===== src/tag_defs.svh =====
// Purpose: offsets, field positions, reset values and timing counts
// Assumes: system clock of 40 MHz
// Notes:   register data is a 16-bit word, high byte at the even address
`ifndef TAG_DEFS_SVH
`define TAG_DEFS_SVH
`define TGT_ADDR_HI  4'h3
`define REG_STATUS   16'hFFFC
`define REG_CONTROL  16'hFFFE
`define REG_KEY      16'hFFE0
`define REG_RATE     16'h2ABA
`define REG_ARM      16'h27B8
`define SEQ1_D0      8'h4E
`define SEQ2_D0      8'h80
`define CTL_RST      16'h0000
`define CAP_RST      8'h00
`define STAT_UP      8'h01
`define CTL_RADIO    1
`define CTL_PAR_MODE 12
`define MCLK_MHZ     40
`define T_READY_NS   1000
`define T_STRETCH_NS 500
`define READY_CYC    8'(((`T_READY_NS * `MCLK_MHZ) + 999) / 1000)
`define STRETCH_CYC  8'(((`T_STRETCH_NS * `MCLK_MHZ) + 999) / 1000)
`endif


===== src/tag_pkg.sv =====
// Purpose: types of the host serial port
// Assumes: nothing
// Notes:   all state of the port is one packed struct
`default_nettype none
package tag_pkg;
  typedef enum logic [5:0] {
    S_IDLE = 6'h01,
    S_RXB  = 6'h02,
    S_ACK  = 6'h04,
    S_PREP = 6'h08,
    S_TXB  = 6'h10,
    S_RACK = 6'h20
  } phase_t;

  typedef struct packed {
    logic [4:0]  s1, s2, s3, filt;
    logic [1:0]  pv;
    phase_t      st;
    logic [3:0]  bitn;
    logic [7:0]  sh;
    logic [2:0]  idx;
    logic        rd, ack, up, rdy, sda_oe, scl_oe;
    logic [15:0] ptr, ad, ctl;
    logic [7:0]  d0, d1, par, cnt, dly, cap, cap_pend;
    logic [2:0]  seq;
  } port_state_t;
endpackage
`default_nettype wire

===== src/tag_host_serial_port.sv =====
// Purpose: I2C target port of the tag, control/status words, rate capability
// Assumes: scl, sda and address-select pins are asynchronous to mclk
// Notes:   open-drain pins split into level in, low drive and enable
// Behaviour
// - ready output is high whenever a new transaction can be taken.
// - ready drops during a transaction; host must not start while low.
// - after STOP, ready rises again following a short processing delay.
// - device may stretch SCL low while preparing read data; host waits.
// - with all select pins low the target address is 18h.
// - parity mode uses two address bytes, two data bytes, one parity byte.
// - write parity covers 16-bit address and 16-bit data, sent last.
// - a write with wrong parity is dropped, target stays unchanged.
// - the target address byte never enters the parity.
// - parity read returns two data bytes then parity over address and data.
// - contactless link may run at 106, 212, 424 and 848 kbps.
// - after power-up the advertised capability is 106 kbps only.
// - a reader selection asking a higher rate is still answered.
// - completing the sequence clears the control word to zero.
// - capability F7h written in step three advertises all rates.
// - writing 00h,16h to control word sets radio enable.
// - status word reads 00h,01h while the device is up.
// - target address is 0011b above the three select pins.
// - normal mode advances the address by one per data byte.
`default_nettype none
`include "tag_defs.svh"
module tag_host_serial_port
  import tag_pkg::*;
(
  input  wire logic       mclk,
  input  wire logic       rstn,
  input  wire logic       scl_i,
  output logic            scl_o,
  output logic            scl_oe,
  input  wire logic       sda_i,
  output logic            sda_o,
  output logic            sda_oe,
  input  wire logic       addr_select_bit0,
  input  wire logic       addr_select_bit1,
  input  wire logic       addr_select_bit2,
  output logic            ready,
  output logic            radio_enable,
  output logic [7:0]      rate_cap,
  output logic            high_rate_answer
);

  port_state_t r, n;
  logic        scl, sda, rise, fall, start_ev, stop_ev, par_mode;

  // ------------------------------------------------------------
  // pin conditioning
  // ------------------------------------------------------------
  assign scl      = r.filt[0];
  assign sda      = r.filt[1];
  assign rise     = scl & ~r.pv[0];
  assign fall     = ~scl & r.pv[0];
  assign start_ev = scl & r.pv[0] & r.pv[1] & ~sda;
  assign stop_ev  = scl & r.pv[0] & ~r.pv[1] & sda;
  assign par_mode = r.ctl[`CTL_PAR_MODE];

  // ------------------------------------------------------------
  // register map access
  // ------------------------------------------------------------
  function automatic logic [15:0] put(input logic [15:0] c, input logic [15:0] a,
                                      input logic [7:0] b);
    logic [15:0] v;
    v = c;
    if (a == `REG_CONTROL) v[15:8] = b;
    if (a == `REG_CONTROL + 16'h1) v[7:0] = b;
    return v;
  endfunction

  function automatic logic [7:0] get(input port_state_t s, input logic [15:0] a);
    logic [7:0] v;
    v = 8'h00;
    if (a == `REG_STATUS + 16'h1) v = s.up ? `STAT_UP : 8'h00;
    if (a == `REG_CONTROL) v = s.ctl[15:8];
    if (a == `REG_CONTROL + 16'h1) v = s.ctl[7:0];
    return v;
  endfunction

  // ------------------------------------------------------------
  // next state
  // ------------------------------------------------------------
  always_comb begin
    logic [7:0] b;
    logic       ok;
    logic       hit;
    b   = 8'h00;
    ok  = 1'b0;
    hit = 1'b0;
    n   = r;
    // third stage only counts once the second agrees with it
    n.s1   = {addr_select_bit2, addr_select_bit1, addr_select_bit0, sda_i, scl_i};
    n.s2   = r.s1;
    n.s3   = r.s2;
    n.filt = (r.s2 & r.s3) | (r.filt & (r.s2 | r.s3));
    n.pv   = r.filt[1:0];
    n.up   = 1'b1;
    if (r.dly != 8'h0) begin
      n.dly = r.dly - 8'h1;
      if (r.dly == 8'h1) n.rdy = 1'b1;
    end
    unique case (r.st)
      S_IDLE: ;
      S_RXB: begin
        if (rise) begin
          n.sh   = {r.sh[6:0], sda};
          n.bitn = r.bitn + 4'h1;
        end else if (fall && r.bitn == 4'h8) begin
          n.bitn   = 4'h0;
          n.idx    = (r.idx == 3'h7) ? 3'h7 : r.idx + 3'h1;
          n.st     = S_ACK;
          n.sda_oe = 1'b1;
          case (r.idx)
            3'h0: begin
              if (r.sh[7:1] != {`TGT_ADDR_HI, r.filt[4:2]}) begin
                n.st     = S_IDLE;
                n.sda_oe = 1'b0;
              end
              n.rd = r.sh[0];
            end
            3'h1: begin
              n.ad[15:8]  = r.sh;
              n.ptr[15:8] = r.sh;
              n.par       = r.sh;
            end
            3'h2: begin
              n.ad[7:0]  = r.sh;
              n.ptr[7:0] = r.sh;
              n.par      = r.par ^ r.sh;
            end
            default: begin
              n.par = r.par ^ r.sh;
              if (r.idx == 3'h3) n.d0 = r.sh;
              if (r.idx == 3'h4) n.d1 = r.sh;
              if (!par_mode) begin
                n.ctl = put(r.ctl, r.ptr, r.sh);
                n.ptr = r.ptr + 16'h1;
              end else if (r.idx > 3'h5) begin
                n.sda_oe = 1'b0;
              end
            end
          endcase
        end
      end
      S_ACK: begin
        if (fall) begin
          n.sda_oe = 1'b0;
          if (r.rd) begin
            n.st     = S_PREP;
            n.cnt    = `STRETCH_CYC;
            n.scl_oe = 1'b1;
          end else begin
            n.st = S_RXB;
          end
        end
      end
      S_PREP: begin
        n.cnt = r.cnt - 8'h1;
        if (r.cnt == 8'h1) begin
          if (par_mode && r.idx == 3'h3) begin
            b = r.par;
          end else begin
            b     = get(r, r.ptr);
            n.ptr = r.ptr + 16'h1;
            n.par = r.par ^ b;
          end
          n.sh     = b;
          n.idx    = (r.idx == 3'h7) ? 3'h7 : r.idx + 3'h1;
          n.st     = S_TXB;
          n.scl_oe = 1'b0;
          n.sda_oe = ~b[7];
        end
      end
      S_TXB: begin
        if (fall) begin
          n.bitn = r.bitn + 4'h1;
          if (r.bitn == 4'h7) begin
            n.st     = S_RACK;
            n.sda_oe = 1'b0;
            n.bitn   = 4'h0;
          end else begin
            n.sh     = {r.sh[6:0], 1'b0};
            n.sda_oe = ~r.sh[6];
          end
        end
      end
      S_RACK: begin
        if (rise) begin
          n.ack = ~sda;
        end else if (fall) begin
          if (r.ack) begin
            n.st     = S_PREP;
            n.cnt    = `STRETCH_CYC;
            n.scl_oe = 1'b1;
          end else begin
            n.st = S_IDLE;
          end
        end
      end
    endcase
    if (start_ev) begin
      n.st     = S_RXB;
      n.bitn   = 4'h0;
      n.idx    = 3'h0;
      n.sda_oe = 1'b0;
      n.scl_oe = 1'b0;
      n.rdy    = 1'b0;
      n.dly    = 8'h0;
    end
    if (stop_ev) begin
      n.st     = S_IDLE;
      n.sda_oe = 1'b0;
      n.scl_oe = 1'b0;
      n.dly    = `READY_CYC;
      // parity commit and sequence step need at least two data bytes; normal mode writes each byte as it arrives
      if (!r.rd && r.idx >= 3'h5) begin
        ok = !par_mode || (r.idx == 3'h6 && r.par == 8'h00);
        if (par_mode && ok) n.ctl = put(put(r.ctl, r.ad, r.d0), r.ad + 16'h1, r.d1);
        case (r.seq)
          3'h0: hit = r.ad == `REG_KEY && r.d0 == `SEQ1_D0;
          3'h1: hit = r.ad == `REG_CONTROL && r.d0 == `SEQ2_D0;
          3'h2: hit = r.ad == `REG_RATE;
          3'h3: hit = r.ad == `REG_ARM && r.d0 == 8'h00;
          default: hit = r.ad == `REG_KEY && r.d0 == 8'h00;
        endcase
        hit = ok && hit && r.d1 == 8'h00;
        if (hit && r.seq == 3'h2) n.cap_pend = r.d0;
        if (hit && r.seq == 3'h4) begin
          n.seq = 3'h0;
          n.cap = r.cap_pend;
          n.ctl = `CTL_RST;
        end else if (hit) begin
          n.seq = r.seq + 3'h1;
        end else begin
          n.seq = (ok && r.ad == `REG_KEY && r.d0 == `SEQ1_D0 && r.d1 == 8'h00) ? 3'h1 : 3'h0;
        end
      end
    end
  end

  always_ff @(posedge mclk or negedge rstn) begin
    if (!rstn) begin
      r     <= '0;
      r.st  <= S_IDLE;
      r.rdy <= 1'b1;
      r.ctl <= `CTL_RST;
      r.cap <= `CAP_RST;
    end else begin
      r <= n;
    end
  end

  // ------------------------------------------------------------
  // outputs
  // ------------------------------------------------------------
  assign scl_o            = 1'b0;
  assign sda_o            = 1'b0;
  assign scl_oe           = r.scl_oe;
  assign sda_oe           = r.sda_oe;
  assign ready            = r.rdy;
  assign radio_enable     = r.ctl[`CTL_RADIO];
  assign rate_cap         = r.cap;
  // selection is never refused on rate grounds
  assign high_rate_answer = 1'b1;

  // ------------------------------------------------------------
  // checks
  // ------------------------------------------------------------
  localparam int RDY_N = 40;
endmodule // tag_host_serial_port
`default_nettype wire


===== config.mk =====
export PLATFORM = sky130hd
export DESIGN_NAME = tag_host_serial_port
export DESIGN_NICKNAME = d
export VERILOG_FILES = /design/src/tag_pkg.sv /design/src/tag_host_serial_port.sv
export VERILOG_INCLUDE_DIRS = /design/src
export SDC_FILE = /design/constraint.sdc
export NUM_CORES = 1
export LEC_CHECK = 0
export ABC_AREA = 1
export BUFFER_PORTS_ARGS = -buffer_cell sky130_fd_sc_hd__buf_2
export CAP_MARGIN = 20
export CORE_MARGIN = 2
export CORE_UTILIZATION = 59
export DETAILED_ROUTE_END_ITERATION = 12
export GPL_TIMING_DRIVEN = 0
export PLACE_DENSITY = 0.76
export SYNTH_ARGS = -nofsm -noshare
export SYNTH_HDL_FRONTEND = slang
export SYNTH_SLANG_ARGS = --single-unit

===== constraint.sdc =====
create_clock -name mclk -period 2.4 [get_ports mclk]
set_input_delay 0.36 -clock mclk [delete_from_list [all_inputs] [get_ports mclk]]
set_output_delay 0.36 -clock mclk [all_outputs]
set_load 0.05 [all_outputs]

## Word level (Yosys, flattened, before mapping)

Cells that the tools add are included.
W data, S select, Z words.

- Flip-flop bits (word level): 156
- Input bits: 7
- Output and inout port bits: 15

- Add/sub/neg operators: 7
- Order comparisons: 2
- Equal/unequal tests: 66
- Multiplexer cells: 103
- Bitwise operators: 21
- Reductions and logical operators: 60

Operators by type and width:

| operator | count |
|---|---|
| $mux W8 | 31 |
| $mux W72 | 2 |
| $eq A16 B16 Y1 const B | 8 |
| $mux W16 | 7 |
| $mux W32 | 2 |
| $pmux W8 S2 | 4 |
| $pmux W8 S3 | 2 |
| $ne A4 B4 Y1 const B | 11 |
| $mux W6 | 7 |
| $mux W18 | 2 |
| $add A16 B1 Y16 const B | 2 |
| $eq A16 B14 Y1 const B | 2 |
| $pmux W16 S2 | 1 |
| $mux W10 | 3 |
| $ne A2 B2 Y1 const B | 15 |
| $pmux W6 S5 | 1 |
| $mux W27 | 1 |
| $logic_not A8 Y1 | 3 |
| $reduce_and A7 Y1 | 3 |
| $mux W4 | 5 |
| $mux W1 | 19 |
| $mux W19 | 1 |
| $mux W3 | 6 |
| $reduce_and A6 Y1 | 3 |
| other kinds (51) | 118 |

## Longest topological paths before layout

Gate-level depths: netlist of the first run.

- Depth in word-level cells: 15
- Depth in mapped cells: 16

## Worst setup path before layout of the first run

No wires, ideal clock.

- Path type: reg-to-reg
- From: register r[113] in the netlist's numbering
- To: register r (netlist bit radio_enable)
- Arrival time: 1.790 ns
- Setup slack: 0.492 ns
- Cell stages (with the launch flop): 13
- Buffers on the path: 1
- Clock period less this slack: 1.908 ns
- Cells stage by stage: dfrtp_1 inv_1 ha_1 nand2_1 nor3_1 nor2_1 nor2_1 nand4_2 buf_2 nand2_1 inv_1 nand3_1 nand2_1

- Longest elaborated chain between the ends: 10
- Elaborated cells on any way between the ends: 22
- Those cells by class: order compare: 1; eq/ne: 4; mux: 8; reduce/logical: 9

Ends and longest elaborated chain:

| what | line | text |
|---|---|---|
| from (decl) | tag_host_serial_port.sv:46 | `port_state_t r, n;` |
| from (signal assigned) | tag_host_serial_port.sv:250 | `r <= n;` |
| $eq A3 B2 Y1, or another cell as far along | tag_host_serial_port.sv:114 | `case (r.idx)` |
| $reduce_or A3 Y1 (no source line) | n/a |  |
| $mux W32 | tag_host_serial_port.sv:114 |  |
| $mux W72 | tag_host_serial_port.sv:109 | `end else if (fall && r.bitn == 4'h8) begin` |
| $mux W72 | tag_host_serial_port.sv:106 | `if (rise) begin` |
| $mux W32 | tag_host_serial_port.sv:103 | `unique case (r.st)` |
| $mux W16 | tag_host_serial_port.sv:219 | `if (par_mode && ok) n.ctl = put(put(r.ctl, r.ad, r.d0), r.ad + 16'h1, r.d1);` |
| $mux W16 | tag_host_serial_port.sv:229 | `if (hit && r.seq == 3'h4) begin` |
| $mux W16 | tag_host_serial_port.sv:217 | `if (!r.rd && r.idx >= 3'h5) begin` |
| $mux W16 | tag_host_serial_port.sv:211 | `if (stop_ev) begin` |

Parallel ways exist; a longest one is shown, timed or not. The select of a mux whose other input is x is not followed.
A chain may end at the register's enable or synchronous reset.

## Worst setup path in the final report of the first run

- From: register r[124] in the netlist's numbering
- To: register r[99] in the netlist's numbering

- Longest elaborated chain between the ends: 4

Ends and longest elaborated chain:

| what | line |
|---|---|
| $eq A4 B4 Y1 | tag_host_serial_port.sv:109 |
| $logic_and A1 B1 Y1 | tag_host_serial_port.sv:109 |
| $ne A2 B2 Y1 (no source line) | n/a |
| $reduce_and A7 Y1 (no source line) | n/a |

No other way between the ends.

==> results of run 1 <==
## logic make-up (layout without fill, tap and decap cells)
family / count (synthesis) / count (layout) / synth area share
AOI/OAI and AO/OA: 191 / 191 / 0.112
xor gates and xnor gates: 24 / 24 / 0.0224
adders and majority gates: 23 / 23 / 0.0293
buffers and inverters: 206 / 265 / 0.0929
DFF: 156 / 156 / 0.415
other: 2 / 4 / 0.000799
and+or+nand+nor: 659 / 659 / 0.327
## metrics by stage
stage / std cells / power (µW) / TNS, ns / hold slack, ns / setup slack [ns]
floorplan: 1263 / 5850 / 0 / 0.0644 / 0.492
global placement: 1497 / 6720 / -206.71 / 0.334 / -1.35
detailed placement: 1498 / 6790 / -0.0308 / 0.335 / -0.0107
CTS: 1529 / 9680 / 0 / 0.0239 / 0.0576
global route: 1538 / 10300 / -0.0101 / 0.0222 / -0.00575
finish: 1538 / 9720 / 0 / 0.00269 / 0.0685
## worst max path at each step
stage	start	end	slack, ns
after global routing	r[124]$_DFFE_PN0P_	r[106]$_DFFE_PN0P_	-0.006
after global placement	rstn	n[150]$_DFF_PN0_	-1.35
after floorplan	r[113]$_DFFE_PN0P_	radio_enable$_DFFE_PN0P_	0.49
after detailed placement	r[113]$_DFFE_PN0P_	r[65]$_DFFE_PN0P_	-0.01
final	r[124]$_DFFE_PN0P_	r[99]$_DFFE_PN0P_	0.07
after CTS	n[135]$_DFF_PN0_	r[132]$_DFFE_PN0P_	0.06
## metal layers
metal  up-vias  GRT usage  wire length (µm)
met2       315      0.477             11300
met4         0      0.112               638
met3        50     0.0562              1570
met5         -          0                 0
met1      4032      0.410             10900
li1       4211          -                 -
## power by group through the flow
stage                     clock [µW]  sequential [µW]  combinational (µW)
after CTS                       2890             3390                3400
after floorplan                    0             3410                2440
after detailed placement           0             3430                3360
final                           2860             3400                3460
after global routing            2990             3450                3870
after global placement             0             3420                3300
## what timing repair did
item | 4_1_cts | 5_1_grt
endpoints found under the setup margin | 8 | 52
pin swaps | 0 | 3
endpoints found under the hold margin | 0 | 0
resized for setup | 1 | 21
setup buffers | 0 | 9
## worst max-delay path: cells and delay by family (launching register included)
| family | cells | cell delay (ns) |
|---|---|---|
| AO/OA/AOI/OAI | 3 | 0.43 |
| adder cells (fa/ha/maj) | 1 | 0.16 |
| flip-flops | 1 | 0.40 |
| buffers and inverters | 3 | 0.48 |
| AND/OR/NAND/NOR | 4 | 0.78 |
## sequential cells by signal, summed over array words and instances, names as in the netlist
signal / cells
ready: 1
par_mode: 1
sda_oe: 1
r: 131
n: 12
rate_cap: 8
radio_enable: 1
scl_oe: 1
## layout by cell type, fill, tap and decap left out, types with 4 or more instances in the layout
cell and count:
nand2_1 323, dfrtp_1 154, inv_1 151, nor2_1 115, nand3_1 104, o21ai_0 94, nand4_1 44, a21oi_1 32
buf_2 23, o21ai_1 22, buf_4 22, xor2_1 18, ha_1 18, o22ai_1 17, clkbuf_16 17, clkbuf_1 16
nor2_2 11, nor2_4 10, nor3_1 10, inv_2 8, nand2_2 7, nand3_2 6, xnor2_1 6, buf_6 6
maj3_1 5, nor4_1 5, nor3_4 4, clkinv_4 4, nand4_4 4, a21oi_2 4, o211ai_1 4, a31oi_1 4
conb_1 4, bufinv_16 4
## area by class of cell
type / count / area [µm²]
clock inverters: 11 / 169
well taps: 216 / 270
repair buffers: 28 / 204
multi-input cells: 901 / 4690
plain buffers: 43 / 264
clock buffers: 20 / 447
fillers: 1371 / 5140
inverters: 163 / 622
flip-flops and latches: 156 / 3910
==> run metrics, run 1 <==
post-route ant nets=0; vias per std cell=5.60; Placed Area=9800 µm²; most frequent cell after synthesis=nand2_1; NumNets Final=1335; number of synthesized flops with an enable pin=0; I/O pins=22; Peak Freq=429 MHz; H-tree levels=4; CTS Buf Count=17; initial antenna violation count=0; slowest stage delay, CP=0.40 ns; WP data required=2.74 ns; Post-synth top flop=dfrtp_1; DIE AREA=17000 µm²; first-pass GRT wire length=39.4 mm; synth cell count leaders=nand2_1 (323), dfrtp_1 (154), inv_1 (152); DR vias=8608; P_int=5850 µW; clk_lat worst skew=0.43 ns; reg-to-reg endpoint=r[99]$_DFFE_PN0P_; Leak=0.00501 µW; Net Sw Frac=0.398; Max stage delay cell, worst path=dfrtp_1; Core ar.=15700 µm²; Max Cap Viol=0; startpoint types=flip-flop; Clock Skew=0.00647 ns; worst flop-to-flop path startpoint=r[124]$_DFFE_PN0P_; Root Buffer=clkbuf_16; clock buffer depth=2; DRT iter0 DRCs=870; Max Slew Vio Count=0; Reg clk slew, reported paths=0.06 ns; Fin. Hold Viols=0; PwrDens=920 nW/µm²; Switch Pwr=3870 µW; Overall Global Routing Usage=0.300; critical path capture point type=flip-flop; Hold Crit Class=input pin to async pin; Residual DRC=0; largest area contributor in the netlist=dfrtp_1; layout cells sized above 1=0.119; status=finished, final reports clean; # diodes=0; Crit Path Class=flip-flop to flip-flop; synth unique cells=55; cells after synthesis=1261; worst-margin pin slew=0.804 ns; Final Util=0.673; largest net degree at the start of global routing=88; CTS sink cnt=156; clock power share=0.294; setup slack, reg-to-reg=0.07 ns; Starting Density=0.598; IO Port Bufs=18; drt pass-1 iters=5; Critical Path, Cell by Cell=inv_1 > ha_1 > nand3_1 > nor2_4 > inv_1 > o21ai_0 > nand2_1 > nor2_2 > buf_4 > o311ai_0 > o21ai_0; sequential area share after synthesis=0.415; CTS tree=done; row count=46; fraction of registers with async set/reset=1.00; Area growth syn-to-layout=12.5%; dominant cells by area after synthesis=dfrtp_1 (41%), nand2_1 (13%), inv_1 (6.1%); top-area cell type share of the netlist area=0.410; Final Setup Violations=0; period utilization=0.971; # hold bufs at CTS=0; Cell Area, Synth=9400 µm²; vias in the first global route=7808; Final min period=2.33 ns; FF+latch count, synth=156; worst-path maximum fanout=10; Mapped Avg Cell Area=7.46 µm²; R2R cell count=11; Die Y-Extent=130 µm; cell area after layout=10600 µm²; crit path DAT=2.67 ns; Die X=130 µm; Routed Wire Length=24.5 mm; DR WL/cell=15.9 µm; Final HPWL DP=17.1 mm; Overflow after GRT=0; Peak VDD IR=0.694 mV; Slew headroom=0.464; synth warn=0; Seq pwr share=0.350; GPL Wtd Cong=0.947; Comb pwr share=0.356
Note: power is estimated with default switching activity, not from simulation.
==> run 2: changes to the inputs <==
clock period = 2.6 ns   (was 2.4 ns; I/O delays follow)
==> run metrics, run 2 (synthesis gave the netlist of run 1 again) <==
status=finished, final reports clean; clock buffer depth=2; Crit Path Class=flip-flop to flip-flop; fill count=1382; WP data required=2.92 ns; DRT iter0 DRCs=903; startpoint types=flip-flop; buffer count from post-CTS setup fixing=0; crit path DAT=2.70 ns; met1 wire length=11.0 mm; initial antenna violation count=0; max reg flops=131; H-tree levels=4; Fin. Hold Viols=0; RSZ-0062 raised after global routing=no; first-pass GRT wire length=39.4 mm; Residual DRC=0; worst-path maximum fanout=9; vias per std cell=5.61; Core ar.=15700 µm²; Die Y-Extent=130 µm; DR WL/cell=15.9 µm; clk_lat worst skew=0.43 ns; # hold bufs at CTS=0; row count=46; largest net degree at the start of global routing=88; Placed Area=9800 µm²; period utilization=0.915; highest routed layer=met4; Routed Wire Length=24.4 mm; Peak VDD IR=0.637 mV; Slew headroom=0.462; Max Cap Viol=0; Root Buffer=clkbuf_16; Starting Density=0.598; drt pass-1 iters=7; Reg clk slew, reported paths=0.06 ns; Post-CTS Resized=0; I/O pins=22; DR vias=8581; Largest Register=r; GPL Wtd Cong=0.947; most common library cell in the layout ignoring fill and taps=nand2_1; met2 wire length=11.3 mm; IO Port Bufs=18; Final HPWL DP=17.1 mm; layout cells sized above 1=0.107; commonest cells after routing, fill and taps aside=nand2_1 (323), dfrtp_1 (154), inv_1 (152); reg-to-reg endpoint=r[61]$_DFFE_PN0P_; DIE AREA=17000 µm²; WL met3=1.56 mm; worst-margin pin slew=0.807 ns; R2R cell count=14; Clock Skew=0.00609 ns; Area growth syn-to-layout=10.8%; PwrDens=859 nW/µm²; post-route ant nets=0; Overall Global Routing Usage=0.300; critical path capture point type=flip-flop; Total Power=8950 µW; Die X=130 µm; Hold Crit Class=input pin to async pin; worst flop-to-flop path startpoint=r[113]$_DFFE_PN0P_; Final min period=2.38 ns; CTS tree=done; NumNets Final=1326; cell area after layout=10400 µm²; Final Setup Violations=0; CTS Buf Count=17; setup slack, reg-to-reg=0.22 ns; vias in the first global route=7808; Leak=0.00493 µW; Peak Freq=420 MHz; Overflow after GRT=0; Max Slew Vio Count=0; Critical path origin=r[113]$_DFFE_PN0P_; CTS sink cnt=156; # diodes=0
==> run 2: cell types whose count changed in the layout (fill, tap and decap cells not counted), moves of 2 or more <==
cell    before  now
buf_4       22   13
nor2_4      10    6
buf_2       23   25
nor2_1     115  117
nor2_2      11   13
nor3_1      10   12
==> run 2: worst max-delay path by stage <==
stage	end	cells past startpoint	slack, ns
global placement	n[150]$_DFF_PN0_	1	-1.18
global route	r[61]$_DFFE_PN0P_	12	0.03
floorplan	radio_enable$_DFFE_PN0P_	12	0.69
detailed placement	r[65]$_DFFE_PN0P_	12	0.19
finish	r[61]$_DFFE_PN0P_	14	0.22
CTS	r[72]$_DFFE_PN0P_	12	0.18
==> run 2: worst max-delay path, cell delays in order, from the launching register on <==
cell and delay [ns]:
dfrtp_1 0.44, inv_1 0.11, ha_1 0.23, nand2_1 0.13, nand2_1 0.10, nor2_2 0.14
inv_1 0.09, nor3_4 0.44, nand2_4 0.16, nand2_1 0.12, nand3_1 0.07, nand2_1 0.07
inv_1 0.03, nand3_1 0.07, nand2_1 0.06
==> run 2: where the power goes <==
| group | leakage [µW] | internal, µW | switching (µW) |
|---|---|---|---|
| Combinational | 0.00258 | 962 | 2210 |
| Clock | 0.000300 | 1620 | 1010 |
| Sequential | 0.00206 | 2810 | 335 |
| Total | 0.00493 | 5390 | 3560 |
==> run 2: final cells by class <==
class                   count  area [µm²]  area share
plain buffers              43         258      0.0247
repair buffers             19         124      0.0119
clock buffers              20         447      0.0429
clock inverters            11         169      0.0162
well taps                 216         270      0.0259
flip-flops and latches    156        3910       0.375
inverters                 163         616      0.0591
multi-input cells         901        4630       0.444
==> run 2: metal layers <==
metal  up-vias  GRT usage
met3        44     0.0562
li1       4193          -
met1      4047      0.410
met2       297      0.477
met5         -          0
met4         0      0.112
==> run 2: metrics by stage <==
step	utilization	setup slack (ns)	instances	TNS, ns	hold slack (ns)
3_3_place_gp	0.622	-1.18	1497	-180.19	0.334
2_1_floorplan	-	0.692	1263	0	0.0944
5_1_grt	0.663	0.0349	1529	0	0.0522
4_1_cts	0.663	0.179	1529	0	0.0539
6_report	0.663	0.220	1529	0	0.0287
3_5_place_dp	0.624	0.189	1498	0	0.335
